$ cat config.mk
export PLATFORM = sky130hd
export DESIGN_NAME = ccu_unit
export DESIGN_NICKNAME = d
export VERILOG_FILES = /design/src/common/ccu_pkg.sv /design/src/core/ccu_unit.sv
export VERILOG_INCLUDE_DIRS = /design/src /design/src/common
export SDC_FILE = /design/constraint.sdc
export NUM_CORES = 1
export LEC_CHECK = 0
export BUFFER_PORTS_ARGS = -buffer_cell sky130_fd_sc_hd__buf_4
export CAP_MARGIN = 20
export CORE_ASPECT_RATIO = 0.75
export CORE_MARGIN = 2
export CORE_UTILIZATION = 55
export DETAILED_ROUTE_END_ITERATION = 10
export GPL_ROUTABILITY_DRIVEN = 0
export PLACE_DENSITY = 0.83
export SLEW_MARGIN = 20
export SYNTH_ARGS = -nofsm -noshare
export SYNTH_HDL_FRONTEND = slang
export SYNTH_SLANG_ARGS = --single-unit
export TNS_END_PERCENT = 100
$ cat constraint.sdc
create_clock -name MCLK_IN -period 2.85 [get_ports MCLK_IN]
set_input_delay 0.1425 -clock MCLK_IN [delete_from_list [all_inputs] [get_ports MCLK_IN]]
set_output_delay 0.1425 -clock MCLK_IN [all_outputs]
set_load 0.01 [all_outputs]
$ cat src/common/ccu_regs.svh
`ifndef CCU_REGS_SVH
`define CCU_REGS_SVH

// register indices on the plain register port
`define CCU_ADDR_CONTROL    3'h0
`define CCU_ADDR_SOURCE     3'h1
`define CCU_ADDR_VALUE_LOW  3'h2
`define CCU_ADDR_VALUE_HIGH 3'h3
`define CCU_ADDR_FLAGS      3'h4

// field positions
`define CCU_CTRL_EN_BIT     7
`define CCU_CTRL_OUT_BIT    5
`define CCU_CTRL_FMT_BIT    4
`define CCU_FLAG_BIT        0
`define CCU_IRQ_EN_BIT      1

// reset values
`define CCU_CONTROL_RESET   8'h00
`define CCU_SOURCE_RESET    3'h0
`define CCU_VALUE_RESET     16'h0000
`define CCU_DUTY_RESET      10'h000

// capture edge prescaler terminal counts
`define CCU_PRESC_QUARTER   4'h3
`define CCU_PRESC_SIXTEENTH 4'hf

`endif

$ cat src/common/ccu_pkg.sv
package ccu_pkg;

  typedef enum logic [3:0]
  {
    CCU_OFF            = 4'b0000,
    CCU_CMP_TOGGLE_RST = 4'b0001,
    CCU_CMP_TOGGLE     = 4'b0010,
    CCU_CAP_FALL       = 4'b0100,
    CCU_CAP_RISE       = 4'b0101,
    CCU_CAP_RISE4      = 4'b0110,
    CCU_CAP_RISE16     = 4'b0111,
    CCU_CMP_SET        = 4'b1000,
    CCU_CMP_CLEAR      = 4'b1001,
    CCU_CMP_SOFT       = 4'b1010,
    CCU_CMP_TRIGGER    = 4'b1011,
    CCU_PWM            = 4'b1100
  } ccu_mode_type;

  typedef struct packed
  {
    logic        en;
    logic        fmt;
    logic [3:0]  mode;
    logic [2:0]  src_sel;
    logic [15:0] value;
    logic        flag;
    logic        irq_en;
    logic [7:0]  sync_a;
    logic [7:0]  sync_b;
    logic        src_prev;
    logic [3:0]  presc;
    logic        match_prev;
    logic        trig_pend;
    logic        out_level;
    logic [9:0]  duty_buf;
    logic        trigger;
    logic        timer_a_rst;
    logic [7:0]  rdata;
  } ccu_state_type;

endpackage : ccu_pkg

$ cat src/core/ccu_unit.sv
`timescale 1ns/10ps
`include "ccu_regs.svh"

module ccu_unit
#(
  parameter int TIMER_A_WIDTH = 16,
  parameter int SOURCE_COUNT  = 8
)
(
  // clock and reset
  input  wire logic                    MCLK_IN,
  input  wire logic                    RST_N_IN,
  // register port
  input  wire logic [2:0]              ADDR_IN,
  input  wire logic [7:0]              WDATA_IN,
  input  wire logic                    WR_IN,
  input  wire logic                    RD_IN,
  output logic      [7:0]              RDATA_OUT,
  // capture sources, asynchronous to the clock
  input  wire logic                    CAPTURE_PIN_IN,
  input  wire logic                    COMPARATOR_ONE_SYNC_IN,
  input  wire logic                    COMPARATOR_TWO_SYNC_IN,
  input  wire logic                    PIN_CHANGE_EVENT_IN,
  input  wire logic                    LOGIC_CELL_ONE_OUT_IN,
  input  wire logic                    LOGIC_CELL_TWO_OUT_IN,
  input  wire logic                    LOGIC_CELL_THREE_OUT_IN,
  input  wire logic                    LOGIC_CELL_FOUR_OUT_IN,
  // timer A
  input  wire logic [TIMER_A_WIDTH-1:0] TIMER_A_COUNT_IN,
  input  wire logic                    TIMER_A_EXT_CLOCK_IN,
  output logic                         TIMER_A_RESET_OUT,
  // timer B
  input  wire logic [7:0]              TIMER_B_COUNT_IN,
  input  wire logic [1:0]              TIMER_B_FRACTION_IN,
  input  wire logic                    TIMER_B_TICK_IN,
  input  wire logic [7:0]              PERIOD_LIMIT_IN,
  output logic                         TIMER_B_CLEAR_OUT,
  // system
  input  wire logic                    SLEEP_IN,
  input  wire logic                    TRIGGER_SELECT_IN,
  output logic                         TRIGGER_OUT,
  output logic                         EVENT_FLAG_OUT,
  output logic                         WAKE_OUT,
  // unit output
  output logic                         PIN_OUT,
  output logic                         UNIT_OUT
);
  import ccu_pkg::*;

  initial
  begin
    if (TIMER_A_WIDTH != 16 || SOURCE_COUNT != 8)
    begin
      $error("ccu_unit serves a 16-bit timer and eight sources only");
    end
  end

  ccu_state_type st;
  ccu_state_type next_st;
  ccu_mode_type  mode;
  logic [7:0]    src_raw;
  logic          cap_mode;
  logic          cmp_mode;
  logic          pwm_mode;
  logic          timer_active;
  logic          src_level;
  logic          rose;
  logic          fell;
  logic          cap_evt;
  logic          match_now;
  logic          cmp_hit;
  logic          period_hit;
  logic [9:0]    duty_val;
  logic [9:0]    time_base;
  logic          ctrl_zero_wr;

  // source order fixes the select encoding
  assign src_raw = {LOGIC_CELL_FOUR_OUT_IN, LOGIC_CELL_THREE_OUT_IN,
                    LOGIC_CELL_TWO_OUT_IN, LOGIC_CELL_ONE_OUT_IN,
                    PIN_CHANGE_EVENT_IN, COMPARATOR_TWO_SYNC_IN,
                    COMPARATOR_ONE_SYNC_IN, CAPTURE_PIN_IN};

  // reserved codes fall through every decode below and act as disabled
  assign mode     = ccu_mode_type'(st.mode);
  assign cap_mode = st.en && (st.mode[3:2] == 2'b01);
  assign pwm_mode = st.en && (mode == CCU_PWM);
  assign cmp_mode = st.en && (mode == CCU_CMP_TOGGLE_RST || mode == CCU_CMP_TOGGLE ||
                              mode == CCU_CMP_SET || mode == CCU_CMP_CLEAR ||
                              mode == CCU_CMP_SOFT || mode == CCU_CMP_TRIGGER);

  // the timer only moves in sleep when it has its own external clock
  assign timer_active = !SLEEP_IN || TIMER_A_EXT_CLOCK_IN;

  // a driven pin loops back through CAPTURE_PIN_IN, so port writes can capture
  assign src_level = st.sync_b[st.src_sel];
  assign rose      = src_level && !st.src_prev;
  assign fell      = !src_level && st.src_prev;

  always_comb
  begin
    cap_evt = 1'b0;
    if (cap_mode && timer_active)
    begin
      case (mode)
        CCU_CAP_FALL:   cap_evt = fell;
        CCU_CAP_RISE:   cap_evt = rose;
        CCU_CAP_RISE4:  cap_evt = rose && ({2'b00, st.presc[1:0]} == `CCU_PRESC_QUARTER);
        CCU_CAP_RISE16: cap_evt = rose && (st.presc == `CCU_PRESC_SIXTEENTH);
        default:        cap_evt = 1'b0;
      endcase
    end
  end

  assign match_now = (st.value == TIMER_A_COUNT_IN);
  // equality lasts while timer A holds a count, so act on its first cycle only
  assign cmp_hit   = cmp_mode && timer_active && match_now && !st.match_prev;

  assign duty_val   = st.fmt ? st.value[15:6] : st.value[9:0];
  assign time_base  = {TIMER_B_COUNT_IN, TIMER_B_FRACTION_IN};
  assign period_hit = pwm_mode && TIMER_B_TICK_IN &&
                      (TIMER_B_COUNT_IN == PERIOD_LIMIT_IN);
  assign ctrl_zero_wr = WR_IN && (ADDR_IN == `CCU_ADDR_CONTROL) && (WDATA_IN == 8'h00);

  always_comb
  begin
    next_st             = st;
    next_st.trigger     = 1'b0;
    next_st.timer_a_rst = 1'b0;
    next_st.rdata       = 8'h00;
    next_st.sync_a      = src_raw;
    next_st.sync_b      = st.sync_a;
    next_st.src_prev    = src_level;
    next_st.match_prev  = match_now && cmp_mode;

    // register writes; hardware events below take priority over them, except where a zero control write clears the output level
    if (WR_IN)
    begin
      case (ADDR_IN)
        `CCU_ADDR_CONTROL:
        begin
          next_st.en   = WDATA_IN[`CCU_CTRL_EN_BIT];
          next_st.fmt  = WDATA_IN[`CCU_CTRL_FMT_BIT];
          next_st.mode = WDATA_IN[3:0];
        end
        `CCU_ADDR_SOURCE:     next_st.src_sel     = WDATA_IN[2:0];
        `CCU_ADDR_VALUE_LOW:  next_st.value[7:0]  = WDATA_IN;
        `CCU_ADDR_VALUE_HIGH: next_st.value[15:8] = WDATA_IN;
        `CCU_ADDR_FLAGS:
        begin
          // flag is write-one-to-clear
          if (WDATA_IN[`CCU_FLAG_BIT])
          begin
            next_st.flag = 1'b0;
          end
          next_st.irq_en = WDATA_IN[`CCU_IRQ_EN_BIT];
        end
        default:
        begin
        end
      endcase
    end

    // prescaler keeps counting across capture-to-capture mode switches
    if (!cap_mode)
    begin
      next_st.presc = 4'h0;
    end
    else if (rose)
    begin
      next_st.presc = st.presc + 4'h1;
    end

    if (cap_evt)
    begin
      next_st.value = TIMER_A_COUNT_IN;
      next_st.flag  = 1'b1;
    end

    if (cmp_hit)
    begin
      next_st.flag = 1'b1;
      case (mode)
        CCU_CMP_TOGGLE_RST,
        CCU_CMP_TOGGLE:  next_st.out_level = !st.out_level;
        CCU_CMP_SET:     next_st.out_level = 1'b1;
        CCU_CMP_CLEAR:   next_st.out_level = 1'b0;
        default:
        begin
        end
      endcase
      next_st.trigger   = TRIGGER_SELECT_IN;
      next_st.trig_pend = (mode == CCU_CMP_TRIGGER) || (mode == CCU_CMP_TOGGLE_RST);
    end
    else
    begin
      next_st.trig_pend = 1'b0;
    end

    // reset of timer A is dropped if the match went away in between
    if (st.trig_pend && match_now)
    begin
      next_st.timer_a_rst = 1'b1;
    end

    if (pwm_mode)
    begin
      if (period_hit)
      begin
        next_st.duty_buf  = duty_val;
        next_st.out_level = (duty_val != 10'h000);
      end
      else if (time_base == st.duty_buf)
      begin
        next_st.out_level = 1'b0;
      end
    end

    // a zero control write wins over any same-cycle match or period action on the output level
    if (ctrl_zero_wr)
    begin
      next_st.out_level = 1'b0;
    end

    if (RD_IN)
    begin
      case (ADDR_IN)
        `CCU_ADDR_CONTROL:    next_st.rdata = {st.en, 1'b0, st.out_level, st.fmt, st.mode};
        `CCU_ADDR_SOURCE:     next_st.rdata = {5'h00, st.src_sel};
        `CCU_ADDR_VALUE_LOW:  next_st.rdata = st.value[7:0];
        `CCU_ADDR_VALUE_HIGH: next_st.rdata = st.value[15:8];
        `CCU_ADDR_FLAGS:      next_st.rdata = {6'h00, st.irq_en, st.flag};
        default:              next_st.rdata = 8'h00;
      endcase
    end
  end

  always_ff @(posedge MCLK_IN or negedge RST_N_IN)
  begin
    if (!RST_N_IN)
    begin
      st          <= '0;
      st.mode     <= 4'(`CCU_CONTROL_RESET);
      st.src_sel  <= `CCU_SOURCE_RESET;
      st.value    <= `CCU_VALUE_RESET;
      st.duty_buf <= `CCU_DUTY_RESET;
    end
    else
    begin
      st <= next_st;
    end
  end

  assign RDATA_OUT         = st.rdata;
  assign TIMER_A_RESET_OUT = st.timer_a_rst;
  assign TIMER_B_CLEAR_OUT = period_hit;
  assign TRIGGER_OUT       = st.trigger;
  assign EVENT_FLAG_OUT    = st.flag;
  assign WAKE_OUT          = SLEEP_IN && st.flag && st.irq_en;
  assign PIN_OUT           = st.out_level;
  assign UNIT_OUT          = st.out_level;
endmodule : ccu_unit

# == After elaboration in Yosys (flattened, before gate mapping) ==
# Cells that the tools add are included.
# totals
register_bits,71
inputBits,61
output_inout_bits,15
# op_classes
addsub,1
order_cmp,1
eq_ne,22
muxes,26
n_reduce_logical,48
# op_table
op,n
8-bit case mux with 5 select lines,1
"4-bit == test, second input constant",6
8-bit 2-to-1 mux,3
10-bit 2-to-1 mux,2
1-bit logical AND,19
18-bit 2-to-1 mux,1
17-bit 2-to-1 mux,1
16-bit == test,1
"4-bit by 3-bit == test with 1-bit output, second input constant",4
2-bit AND reduction,6
1-bit 2-to-1 mux,11
11-bit 2-to-1 mux,1
10-bit == test,1
10-bit nonzero test,1
3-bit nonzero test,3
8-bit == test,1
8-bit zero test,1
4-bit 2-to-1 mux,2
1-bit logical OR,7
"3-bit by 2-bit == test with 1-bit output, second input constant",2
2-bit nonzero test,3
1-bit zero test,5
"4-bit by 1-bit adder with 4-bit output, second input constant",1
"4-bit by 1-bit == test with 1-bit output, second input constant",1
14 further kinds,14

# == Longest topological paths before layout ==
# Gate-level depths: netlist of the first run.
# logic_depth
ltp_word,15
depth_mapped,7
depth_no_buf,6

# == Least setup slack after synthesis of the first run ==
# No wires, ideal clock.
# synth_path
path_type,reg2reg
start,reg st[63] (netlist bit)
end,reg st[53] (netlist bit)
setup_ns,0.125
arrival_time_ns,2.188
required_ns,2.725
slack_ns,0.537
stages_incl_launch_ff,7
path_cell_list,dfrtp_1 > mux4_1 > mux2i_4 > nand3_2 > a211oi_4 > buf_12 > mux2_4
# synth_between
elab_chain_len,8
# synth_rtl
element,line,source
"start, declared",ccu_unit.sv:58,ccu_state_type st;
"start signal, assigned",ccu_unit.sv:249,st <= next_st;
1-bit binary-select mux with 3-bit select *,ccu_unit.sv:95,assign src_level = st.sync_b[st.src_sel];
1-bit 2-to-1 mux (not written as such) *,ccu_unit.sv:95,
1-bit logical AND / 1-bit zero test (equally long branches),"ccu_unit.sv:96, ccu_unit.sv:97",
1-bit logical AND (on tied branches),"ccu_unit.sv:108, ccu_unit.sv:97, ccu_unit.sv:107",
1-bit case mux with 4 select lines *,ccu_unit.sv:104,case (mode)
1-bit 2-to-1 mux *,ccu_unit.sv:102,if (cap_mode && timer_active)
2-bit nonzero test (no source line),n/a,
2-bit AND reduction (no source line),n/a,
# Mark *: on every way between the ends. The rest lies on a longest branch, timed or not. The select of a mux whose other input is x is not followed.
# A chain may end at the register's enable or synchronous reset.

# == Worst setup path in the final report of the first run ==
# layout_path
start,reg st[63] (netlist bit)
end,reg st[50] (netlist bit)
# The elaborated chain is that of the path after synthesis.

==> flow_summary.json, run 1 <==
{
  "slew_headroom_pct": 42.3,
  "syn_inst": 302,
  "start_util_pct": 58.0,
  "grt_pass1_wl_um": 13800,
  "synthTopCellsByCount": "71 x dfrtp_1, 58 x mux2_2, 29 x xor2_1",
  "ys_seq_area_share_pct": 47.5,
  "skew_ns": 0.00762,
  "fmax_ghz": 0.412,
  "hold_class": "in -> reg",
  "cts_buffers": 9,
  "clock_latency_ns": 0.36,
  "leakage_nw": 2.08,
  "rr_worst_depth": 6,
  "r2r_end": "st[50]",
  "clock_sinks": 71,
  "drive_gt1_share_pct": 43.1,
  "grt_pass1_vias": 2599,
  "finalSetupViolations": 0,
  "clk_path_buf_depth": 2,
  "maxSlewViolCount": 0,
  "cts_root_buffer": "clkbuf_8",
  "wl_per_cell_um": 18.0,
  "syn_area_um2": 3740,
  "drt-met1-wl_um": 3740,
  "synth.top_cell.area_share_pct": 47.5,
  "pin_count": 76,
  "area_delta_synth_final_pct": 23.3,
  "antenna_found_initial": 0,
  "wl_met2_um": 3850,
  "period_minus_slack_ns": 2.43,
  "cts_tree": "yes",
  "grt_usage_pct": 24.5,
  "grt_max_degree": 72,
  "finalSetupTns_ns": 0,
  "status": "finished clean",
  "drt_wl_total_um": 8480,
  "postCtsSetupRepairBufs": 0,
  "synth.distinct_cells": 39,
  "gr-total-overflow": 0,
  "syn_avg_cell_area_um2": 12.4,
  "r2r_setup_slack_ns": 0.42,
  "power_mw": 2.99,
  "hpwl_um": 6280,
  "hold_viol": 0,
  "synth.most_common_cell": "dfrtp_1",
  "crit_path_start_kind": "register",
  "post_cts_resized": 0,
  "ant_nets": 0,
  "rr_startpoint": "st[63]",
  "vias": 2677,
  "synth.net_count": 364,
  "wl_met3_um": 825,
  "irDropWorstVdd_v": 0.000575,
  "die_x_um": 99.2,
  "hold_depth": 2,
  "die_area_um2": 7480,
  "end_kind": "register",
  "io_buffers": 75,
  "synth-async-reset-ratio_pct": 100,
  "drc": 0,
  "critPathMaxFanout": 17,
  "min_to": "st[46]",
  "cp.required_ns": 3.10,
  "nets": 447,
  "ctsHtreeMaxLevel": 3,
  "worst_pin_slew_ns": 0.865,
  "core-area_um2": 6440,
  "min-delay-start": "TIMER_A_COUNT_IN[0]",
  "cp.arrival_ns": 2.67,
  "synth_area_leaders": "dfrtp_1 48%, mux2_2 17%, xor2_1 6.8%, mux2_4 3.6%, xnor2_1 2.3%",
  "diodes": 0,
  "first_pass_iters": 4,
  "via_per_inst": 5.68,
  "top_layer": "met4",
  "p_per_area_nw_per_um2": 649,
  "synth_top_area_cell": "dfrtp_1",
  "setup.worst_path.class": "reg -> reg",
  "maxCapViolCount": 0,
  "die_h_um": 75.4,
  "drt_iter0_markers": 281,
  "row_count": 25,
  "synth-edff-count": 0,
  "synth_flop_cell": "dfrtp_1",
  "cts.clk_slew.worst_paths_ns": 0.08,
  "post-route-period-util_pct": 85.2,
  "rsz0062_at_grt": "false",
  "synth_seq_cells": 71,
  "yosysWarningCount": 0
}
==> registers in the layout, indices dropped and copies added (netlist names) <==
register,count
st,47
RDATA_OUT,8
next_st,8
mode,4
EVENT_FLAG_OUT,1
PIN_OUT,1
TIMER_A_RESET_OUT,1
TRIGGER_OUT,1
==> logic make-up after synthesis <==
group / Yosys count / synth area share, %
AOI/OAI and AO/OA: 24 / 4.78
xor gates and xnor gates: 39 / 9.13
adders and majority gates: 1 / 0.335
buffers and inverters: 22 / 3.55
DFF: 71 / 47.5
muxes: 73 / 24.2
and+or+nand+nor: 72 / 10.5
==> layout make-up <==
cell class / count / area (um2)
clock buffer: 9 / 124
clock inverter: 7 / 55.1
fill: 465 / 1830
inverter: 4 / 15.0
multi-input combinational: 209 / 1840
sequential: 71 / 1780
tap: 81 / 101
timing repair buffer: 90 / 703
==> stage by stage <==
| stage | hold slack [ns] | cells | area, um2 | util (%) | worst slack (ns) |
|---|---|---|---|---|---|
| floorplan | -0.153 | 302 | 3740 | - | 0.537 |
| global placement | 0.252 | 444 | 4320 | 67.1 | 0.495 |
| detailed placement | 0.253 | 444 | 4320 | 67.1 | 0.425 |
| CTS | 0.0218 | 471 | 4610 | 71.6 | 0.415 |
| global route | 0.0155 | 471 | 4610 | 71.6 | 0.345 |
| finish | 0.0324 | 471 | 4610 | 71.6 | 0.422 |
==> critical path: stages (launching register included) <==
cell and delay [ns]:
dfrtp_1 0.41, mux4_1 0.62, mux2i_4 0.22, nand3_2 0.12, a211oi_4 0.24, buf_4 0.32, mux2_2 0.38
==> power breakdown <==
part | total (mW) | switching (mW) | internal (mW) | leakage [nW]
logic | 0.829 | 0.311 | 0.517 | 1.09
clock network | 0.739 | 0.414 | 0.326 | 0.0919
registers | 1.43 | 0.263 | 1.16 | 0.893
total | 2.99 | 0.988 | 2.01 | 2.08
==> how the worst max path moves through the flow <==
stage | startpoint | to | cells after the start
floorplan | st[63] | st[53] | 6
finish | st[63] | st[50] | 6
global route | st[63] | st[52] | 6
detailed placement | st[63] | st[52] | 6
global placement | st[63] | st[52] | 6
CTS | st[63] | st[47] | 6
==> cells in the final DEF (no fill, tap or decap), types with 3 or more instances in the layout <==
cell type / synthesis / routed
dlygate4sd3_1: 0 / 11
nand4_1: 5 / 5
clkbuf_8: 0 / 9
nand2_1: 6 / 6
buf_4: 9 / 79
dfrtp_1: 71 / 71
a21oi_1: 3 / 3
nor3_1: 7 / 7
o21ai_0: 3 / 3
mux2_2: 58 / 58
nor4_1: 13 / 12
nand3_1: 3 / 3
inv_1: 4 / 4
nor2b_1: 7 / 7
nor2_1: 16 / 16
and3_1: 3 / 3
a22oi_1: 9 / 9
xnor2_1: 10 / 10
and2_1: 3 / 3
mux2_4: 9 / 9
nor3b_1: 3 / 3
xor2_1: 29 / 29
==> routing by layer <==
metal | GRT usage, % | up-vias
li1 | - | 1242
met1 | 36.4 | 1304
met2 | 35.7 | 123
met3 | 8.17 | 8
met4 | 4.72 | 0
met5 | 0 | -
==> repair_timing <==
item	CTS	global route
endpoints found under the hold margin	82	0
hold buffers	11	0
endpoints found under the setup margin	0	0
(Power assumes the default switching activity.)
==> inputs of run 2 (changes only) <==
==> constraint.sdc (replaced) <==
create_clock -name MCLK_IN -period 2.25 [get_ports MCLK_IN]
set_input_delay 0.1125 -clock MCLK_IN [delete_from_list [all_inputs] [get_ports MCLK_IN]]
set_output_delay 0.1125 -clock MCLK_IN [all_outputs]
set_load 0.01 [all_outputs]
==> run 2 against run 1 <==
  * Sequential share of layout area shrank 1.7 points
  * Sequential cell count did not move
  * First-iteration DRC count down 22%
  * Clock skew is 0.0023 ns higher
  * Sequential power is 24% higher
  * Total power grew 39%
  * Combinational power increased by 42%
  * Count of clock-buffer cells in the layout unchanged
  * Utilization is 3.4 points higher
  * Highest routed layer unchanged
==> flow_summary.json, run 2 (synthesis results as in run 1) <==
{
  "slew_headroom_pct": 42.2,
  "post-route-period-util_pct": 98.4,
  "nets": 462,
  "maxSlewViolCount": 0,
  "die_h_um": 75.4,
  "grt_pass1_wl_um": 14400,
  "critPathMaxFanout": 17,
  "cp.arrival_ns": 2.46,
  "hold_viol": 0,
  "min-delay-start": "TIMER_A_COUNT_IN[12]",
  "crit_path_start_kind": "register",
  "status": "finished clean",
  "drt_wl_total_um": 9040,
  "row_count": 25,
  "clock_sinks": 71,
  "antenna_found_initial": 0,
  "slowest_stage": "mux4_2",
  "cts.clk_slew.worst_paths_ns": 0.07,
  "grt_usage_pct": 26.1,
  "irDropWorstVdd_v": 0.000576,
  "cp.required_ns": 2.49,
  "crit_chain": "mux4_2, mux2i_4, nand3_2, a211oi_4, buf_12, mux2_2",
  "drive_gt1_share_pct": 43.7,
  "start_util_pct": 58.0,
  "via_per_inst": 5.78,
  "layout_commonest_cell": "buf_4",
  "end_kind": "register",
  "worst_slack_ns": 0.0354,
  "max_stage_delay_ns": 0.55,
  "drt_iter0_markers": 220,
  "die_area_um2": 7480,
  "maxCapViolCount": 0,
  "skew_ns": 0.00988,
  "diodes": 0,
  "fillCellCount": 423,
  "largest_reg_flops": 47,
  "setup.worst_path.class": "reg -> reg",
  "fmax_ghz": 0.452,
  "placed_area_um2": 4370,
  "vias": 2807,
  "grt_max_degree": 72,
  "gr-total-overflow": 0,
  "hold_class": "in -> reg",
  "rr_startpoint": "st[63]",
  "area_delta_synth_final_pct": 29.2,
  "die_x_um": 99.2,
  "hpwl_um": 6450,
  "hold_slack_ns": 0.0118,
  "worst_pin_slew_ns": 0.868,
  "pre_cts_ws_ns": 0.00244,
  "p_per_area_nw_per_um2": 864,
  "pin_count": 76,
  "r2r_end": "st[46]",
  "first_pass_iters": 5,
  "rsz0062_at_grt": "true",
  "ctsHtreeMaxLevel": 3,
  "finalSetupViolations": 0,
  "mostFrequentLayoutCells": "83 x buf_4, 70 x dfrtp_1, 56 x mux2_2, 29 x xor2_1, 21 x dlygate4sd3_1",
  "drc": 0,
  "io_buffers": 75,
  "grt_pass1_vias": 2768,
  "hold_depth": 2,
  "cts_buffers": 9,
  "rr_worst_depth": 6,
  "finalSetupTns_ns": 0,
  "core-area_um2": 6440,
  "leakage_nw": 2.17,
  "period_minus_slack_ns": 2.21,
  "min_to": "st[58]",
  "r2r_setup_slack_ns": 0.04,
  "design_area_um2": 4830,
  "clk_path_buf_depth": 2,
  "cts_root_buffer": "clkbuf_8",
  "regMostFlops": "st",
  "cts_tree": "yes",
  "clock_latency_ns": 0.36,
  "wl_per_cell_um": 18.6,
  "ant_nets": 0
}
-- run 2: cell types whose count changed in the layout (fill, tap and decap cells not counted), sizes merged --
| cell | delta |
|---|---|
| dlygate4sd3 | +10 |
| buf | +5 |
| bufinv | +3 |
| inv | -2 |
| clkinv | -1 |
-- run 2: worst max-delay path, delay by kind of cell, from the launching register on --
family | cells | cell delay (ns)
mux | 3 | 1.09
compound gates | 1 | 0.25
simple gates | 1 | 0.12
buf+inv | 1 | 0.22
flops | 1 | 0.42
-- run 2: per-stage QoR --
step / std cells / util (%) / total power [mW]
floorplan: 302 / - / 2.48
finish: 486 / 75.0 / 4.18
detailed placement: 449 / 67.7 / 2.90
global placement: 449 / 67.7 / 2.85
CTS: 485 / 74.7 / 4.17
global route: 486 / 75.0 / 4.39
-- run 2: area by class of cell --
| type | instances | area, um2 | area share [%] |
|---|---|---|---|
| clock buffer | 9 | 124 | 2.56 |
| clock inverter | 7 | 120 | 2.49 |
| inverter | 4 | 15.0 | 0.311 |
| multi-input combinational | 209 | 1840 | 38.1 |
| sequential | 71 | 1780 | 36.8 |
| tap | 81 | 101 | 2.10 |
| timing repair buffer | 105 | 853 | 17.7 |
-- run 2: power by group --
part	switching [mW]	total (mW)	internal, mW
Clock	0.485	1.22	0.739
Sequential	0.294	1.77	1.48
Combinational	0.470	1.18	0.711
Total	1.25	4.18	2.93
-- run 2: how the worst max path moves through the flow --
stage,startpoint,end,slack [ns],cells past startpoint
6_report,st[63],st[46],0.04,6
5_1_grt,st[63],st[50],-0.03,6
4_1_cts,st[63],st[49],0.03,6
3_5_place_dp,st[63],st[48],0.002,6
3_3_place_gp,st[63],st[52],0.08,6
2_1_floorplan,st[63],st[53],0.01,6
-- run 2: what timing repair did --
| action | in CTS | in global routing |
|---|---|---|
| hold endpoints to repair | 90 | 1 |
| gates resized for setup | 1 | 3 |
| setup buffers | 0 | 0 |
| endpoints found under the setup margin | 6 | 15 |
| hold buffers | 20 | 1 |
-- run 2: metal layers --
| metal | track usage, % | part of all wire, % | up-vias |
|---|---|---|---|
| met2 | 41.0 | 47 | 142 |
| met5 | 0 | 0 | - |
| li1 | - | - | 1277 |
| met4 | 7.31 | 1.2 | 0 |
| met1 | 35.6 | 43 | 1375 |
| met3 | 8.53 | 9.2 | 13 |
==> inputs of run 3 (changes only) <==
--- a/config.mk
+++ b/config.mk
@@ -8,12 +8,14 @@
 export LEC_CHECK = 0
 export BUFFER_PORTS_ARGS = -buffer_cell sky130_fd_sc_hd__buf_4
 export CAP_MARGIN = 20
+export CELL_PAD_IN_SITES_DETAIL_PLACEMENT = 0
+export CELL_PAD_IN_SITES_GLOBAL_PLACEMENT = 2
 export CORE_ASPECT_RATIO = 0.75
 export CORE_MARGIN = 2
-export CORE_UTILIZATION = 55
+export CORE_UTILIZATION = 33
 export DETAILED_ROUTE_END_ITERATION = 10
 export GPL_ROUTABILITY_DRIVEN = 0
-export PLACE_DENSITY = 0.83
+export PLACE_DENSITY = 0.79
 export SLEW_MARGIN = 20
 export SYNTH_ARGS = -nofsm -noshare
 export SYNTH_HDL_FRONTEND = slang
==> constraint.sdc (replaced) <==
create_clock -name MCLK_IN -period 2 [get_ports MCLK_IN]
set_input_delay 0.1 -clock MCLK_IN [delete_from_list [all_inputs] [get_ports MCLK_IN]]
set_output_delay 0.1 -clock MCLK_IN [all_outputs]
set_load 0.01 [all_outputs]
==> run 3 against run 2 <==
  * The run now ends with negative setup slack left
  * Fmax is 2.0% higher
  * Total power increased by 27%
  * Cell count rose by 16%
  * Sequential power grew 5%
  * Register-to-register slack lost 0.21 ns
  * Combinational power grew 48%
  * Critical path depth did not move
  * Critical path type unchanged
  * Global-route usage decreased by 9.3 points
  * Sequential share of layout area down 2.2 points
  * Highest routed layer unchanged
  * Via count shrank 0.25%
  * Wire length grew 8.4%
  * Non-clock buffer count is 18 higher
==> flow_summary.json, run 3 (synthesis results as in run 1) <==
{
  "largest_reg_flops": 47,
  "maxCapViolCount": 0,
  "rsz0062_at_grt": "true",
  "grt_pass1_wl_um": 15200,
  "hold_slack_ns": 0.00855,
  "violations": "negative setup slack",
  "cp.required_ns": 2.22,
  "drc": 0,
  "drt_iter0_markers": 133,
  "maxSlewViolCount": 0,
  "placed_area_um2": 4630,
  "hold_class": "in -> reg",
  "finalSetupViolations": 17,
  "die_x_um": 127,
  "crit_path_start_kind": "register",
  "row_count": 33,
  "gr-total-overflow": 0,
  "start_util_pct": 34.1,
  "clk_path_buf_depth": 2,
  "first_pass_iters": 4,
  "grt_usage_pct": 16.8,
  "skew_ns": 0.00761,
  "antenna_found_initial": 0,
  "end_kind": "register",
  "grt_max_degree": 72,
  "cts_buffers": 9,
  "fin_util_pct": 46.8,
  "status": "finished with violations",
  "ctsHtreeMaxLevel": 3,
  "crit_chain": "mux4_2, mux2i_4, nand3_2, a211oi_4, buf_12, mux2_2",
  "clock_latency_ns": 0.34,
  "io_buffers": 75,
  "cts.clk_slew.worst_paths_ns": 0.06,
  "worst_slack_ns": -0.171,
  "slowest_stage": "mux4_2",
  "clock_sinks": 71,
  "hpwl_um": 7340,
  "layout_commonest_cell": "buf_4",
  "critPathMaxFanout": 17,
  "nets": 480,
  "max_stage_delay_ns": 0.54,
  "post-route-period-util_pct": 109,
  "leakage_nw": 2.32,
  "ant_nets": 0,
  "wl_per_cell_um": 17.4,
  "die_area_um2": 12200,
  "vias": 2800,
  "via_per_inst": 4.97,
  "pin_count": 76,
  "diodes": 0,
  "hold_viol": 0,
  "slew_headroom_pct": 38.4,
  "irDropWorstVdd_v": 0.000493,
  "area_delta_synth_final_pct": 37.6,
  "die_h_um": 96.2,
  "mostFrequentLayoutCells": "110 x buf_4, 69 x dfrtp_1, 55 x mux2_2, 29 x xor2_1, 15 x nor2_1",
  "fmax_ghz": 0.461,
  "layout.cells.non_filler": 563,
  "setup.worst_path.class": "reg -> reg",
  "design_area_um2": 5140,
  "regMostFlops": "st",
  "drt_wl_total_um": 9790,
  "cts_root_buffer": "clkbuf_16",
  "cp.arrival_ns": 2.39,
  "drive_gt1_share_pct": 50.1,
  "worst_pin_slew_ns": 0.924,
  "core-area_um2": 11000,
  "p_per_area_nw_per_um2": 1030,
  "grt_pass1_vias": 2790,
  "cts_tree": "yes",
  "numPlacedInstances": 533,
  "period_minus_slack_ns": 2.17
}
## run 3: changes by cell type in the layout (fill, tap and decap cells not counted), sizes merged
cell         before  now
buf              84  112
bufinv            3    1
clkinv            2    1
dlygate4sd3      21   11
inv               5    8
## run 3: final timing paths
check,startpoint,to,slack (ns),cells past startpoint
max in group asynchronous,RST_N_IN,mode[1],0.91,2
worst min register to register,next_st[31],st[31],0.35,0
worst min-delay path,TIMER_A_COUNT_IN[9],st[55],0.009,2
worst max-delay path,st[63],st[52],-0.17,6
min in group asynchronous,RST_N_IN,st[52],0.42,2
worst max register to register,st[63],st[52],-0.17,6
## run 3: worst max-delay path: cells and delay by family, from the launching register on
family | cells | cell delay (ns)
simple gates | 1 | 0.10
flops | 1 | 0.41
compound gates | 1 | 0.25
mux | 3 | 1.06
buf+inv | 1 | 0.21
## run 3: what timing repair did
| item | in CTS | in global routing |
|---|---|---|
| pin swaps | 1 | 5 |
| setup buffers | 1 | 2 |
| setup endpoints to repair | 18 | 21 |
| resized for setup | 6 | 10 |
| endpoints found under the hold margin | 82 | 0 |
| hold buffers | 11 | 0 |
## run 3: cell type report
cell class,instances,area (um2)
well taps,140,175
clock inverters,7,86.3
clock buffers,9,225
fillers,1047,5840
inverters,4,15.0
flip-flops and latches,71,1780
repair buffers,123,967
multi-input cells,209,1900
## run 3: stage by stage
stage | setup WS, ns | power [mW] | setup TNS [ns]
floorplan | -0.225 | 2.79 | -2.84
global placement | -0.122 | 3.50 | -1.67
detailed placement | -0.179 | 3.53 | -2.58
CTS | -0.174 | 5.27 | -2.40
global route | -0.285 | 5.53 | -4.35
finish | -0.171 | 5.29 | -2.29
## run 3: layer usage
layer  up-vias  wire (um)  GRT usage (%)
li1       1312          -              -
met1      1383       4630           24.5
met2        93       4320           24.6
met3        12        722           3.56
met4         0        123           6.14
met5         -          0              0
## run 3: report_power, final
group,total (mW),internal [mW],switching [mW]
combinational,1.75,1.00,0.743
clock,1.68,0.994,0.685
sequential,1.86,1.66,0.198
total,5.29,3.66,1.63
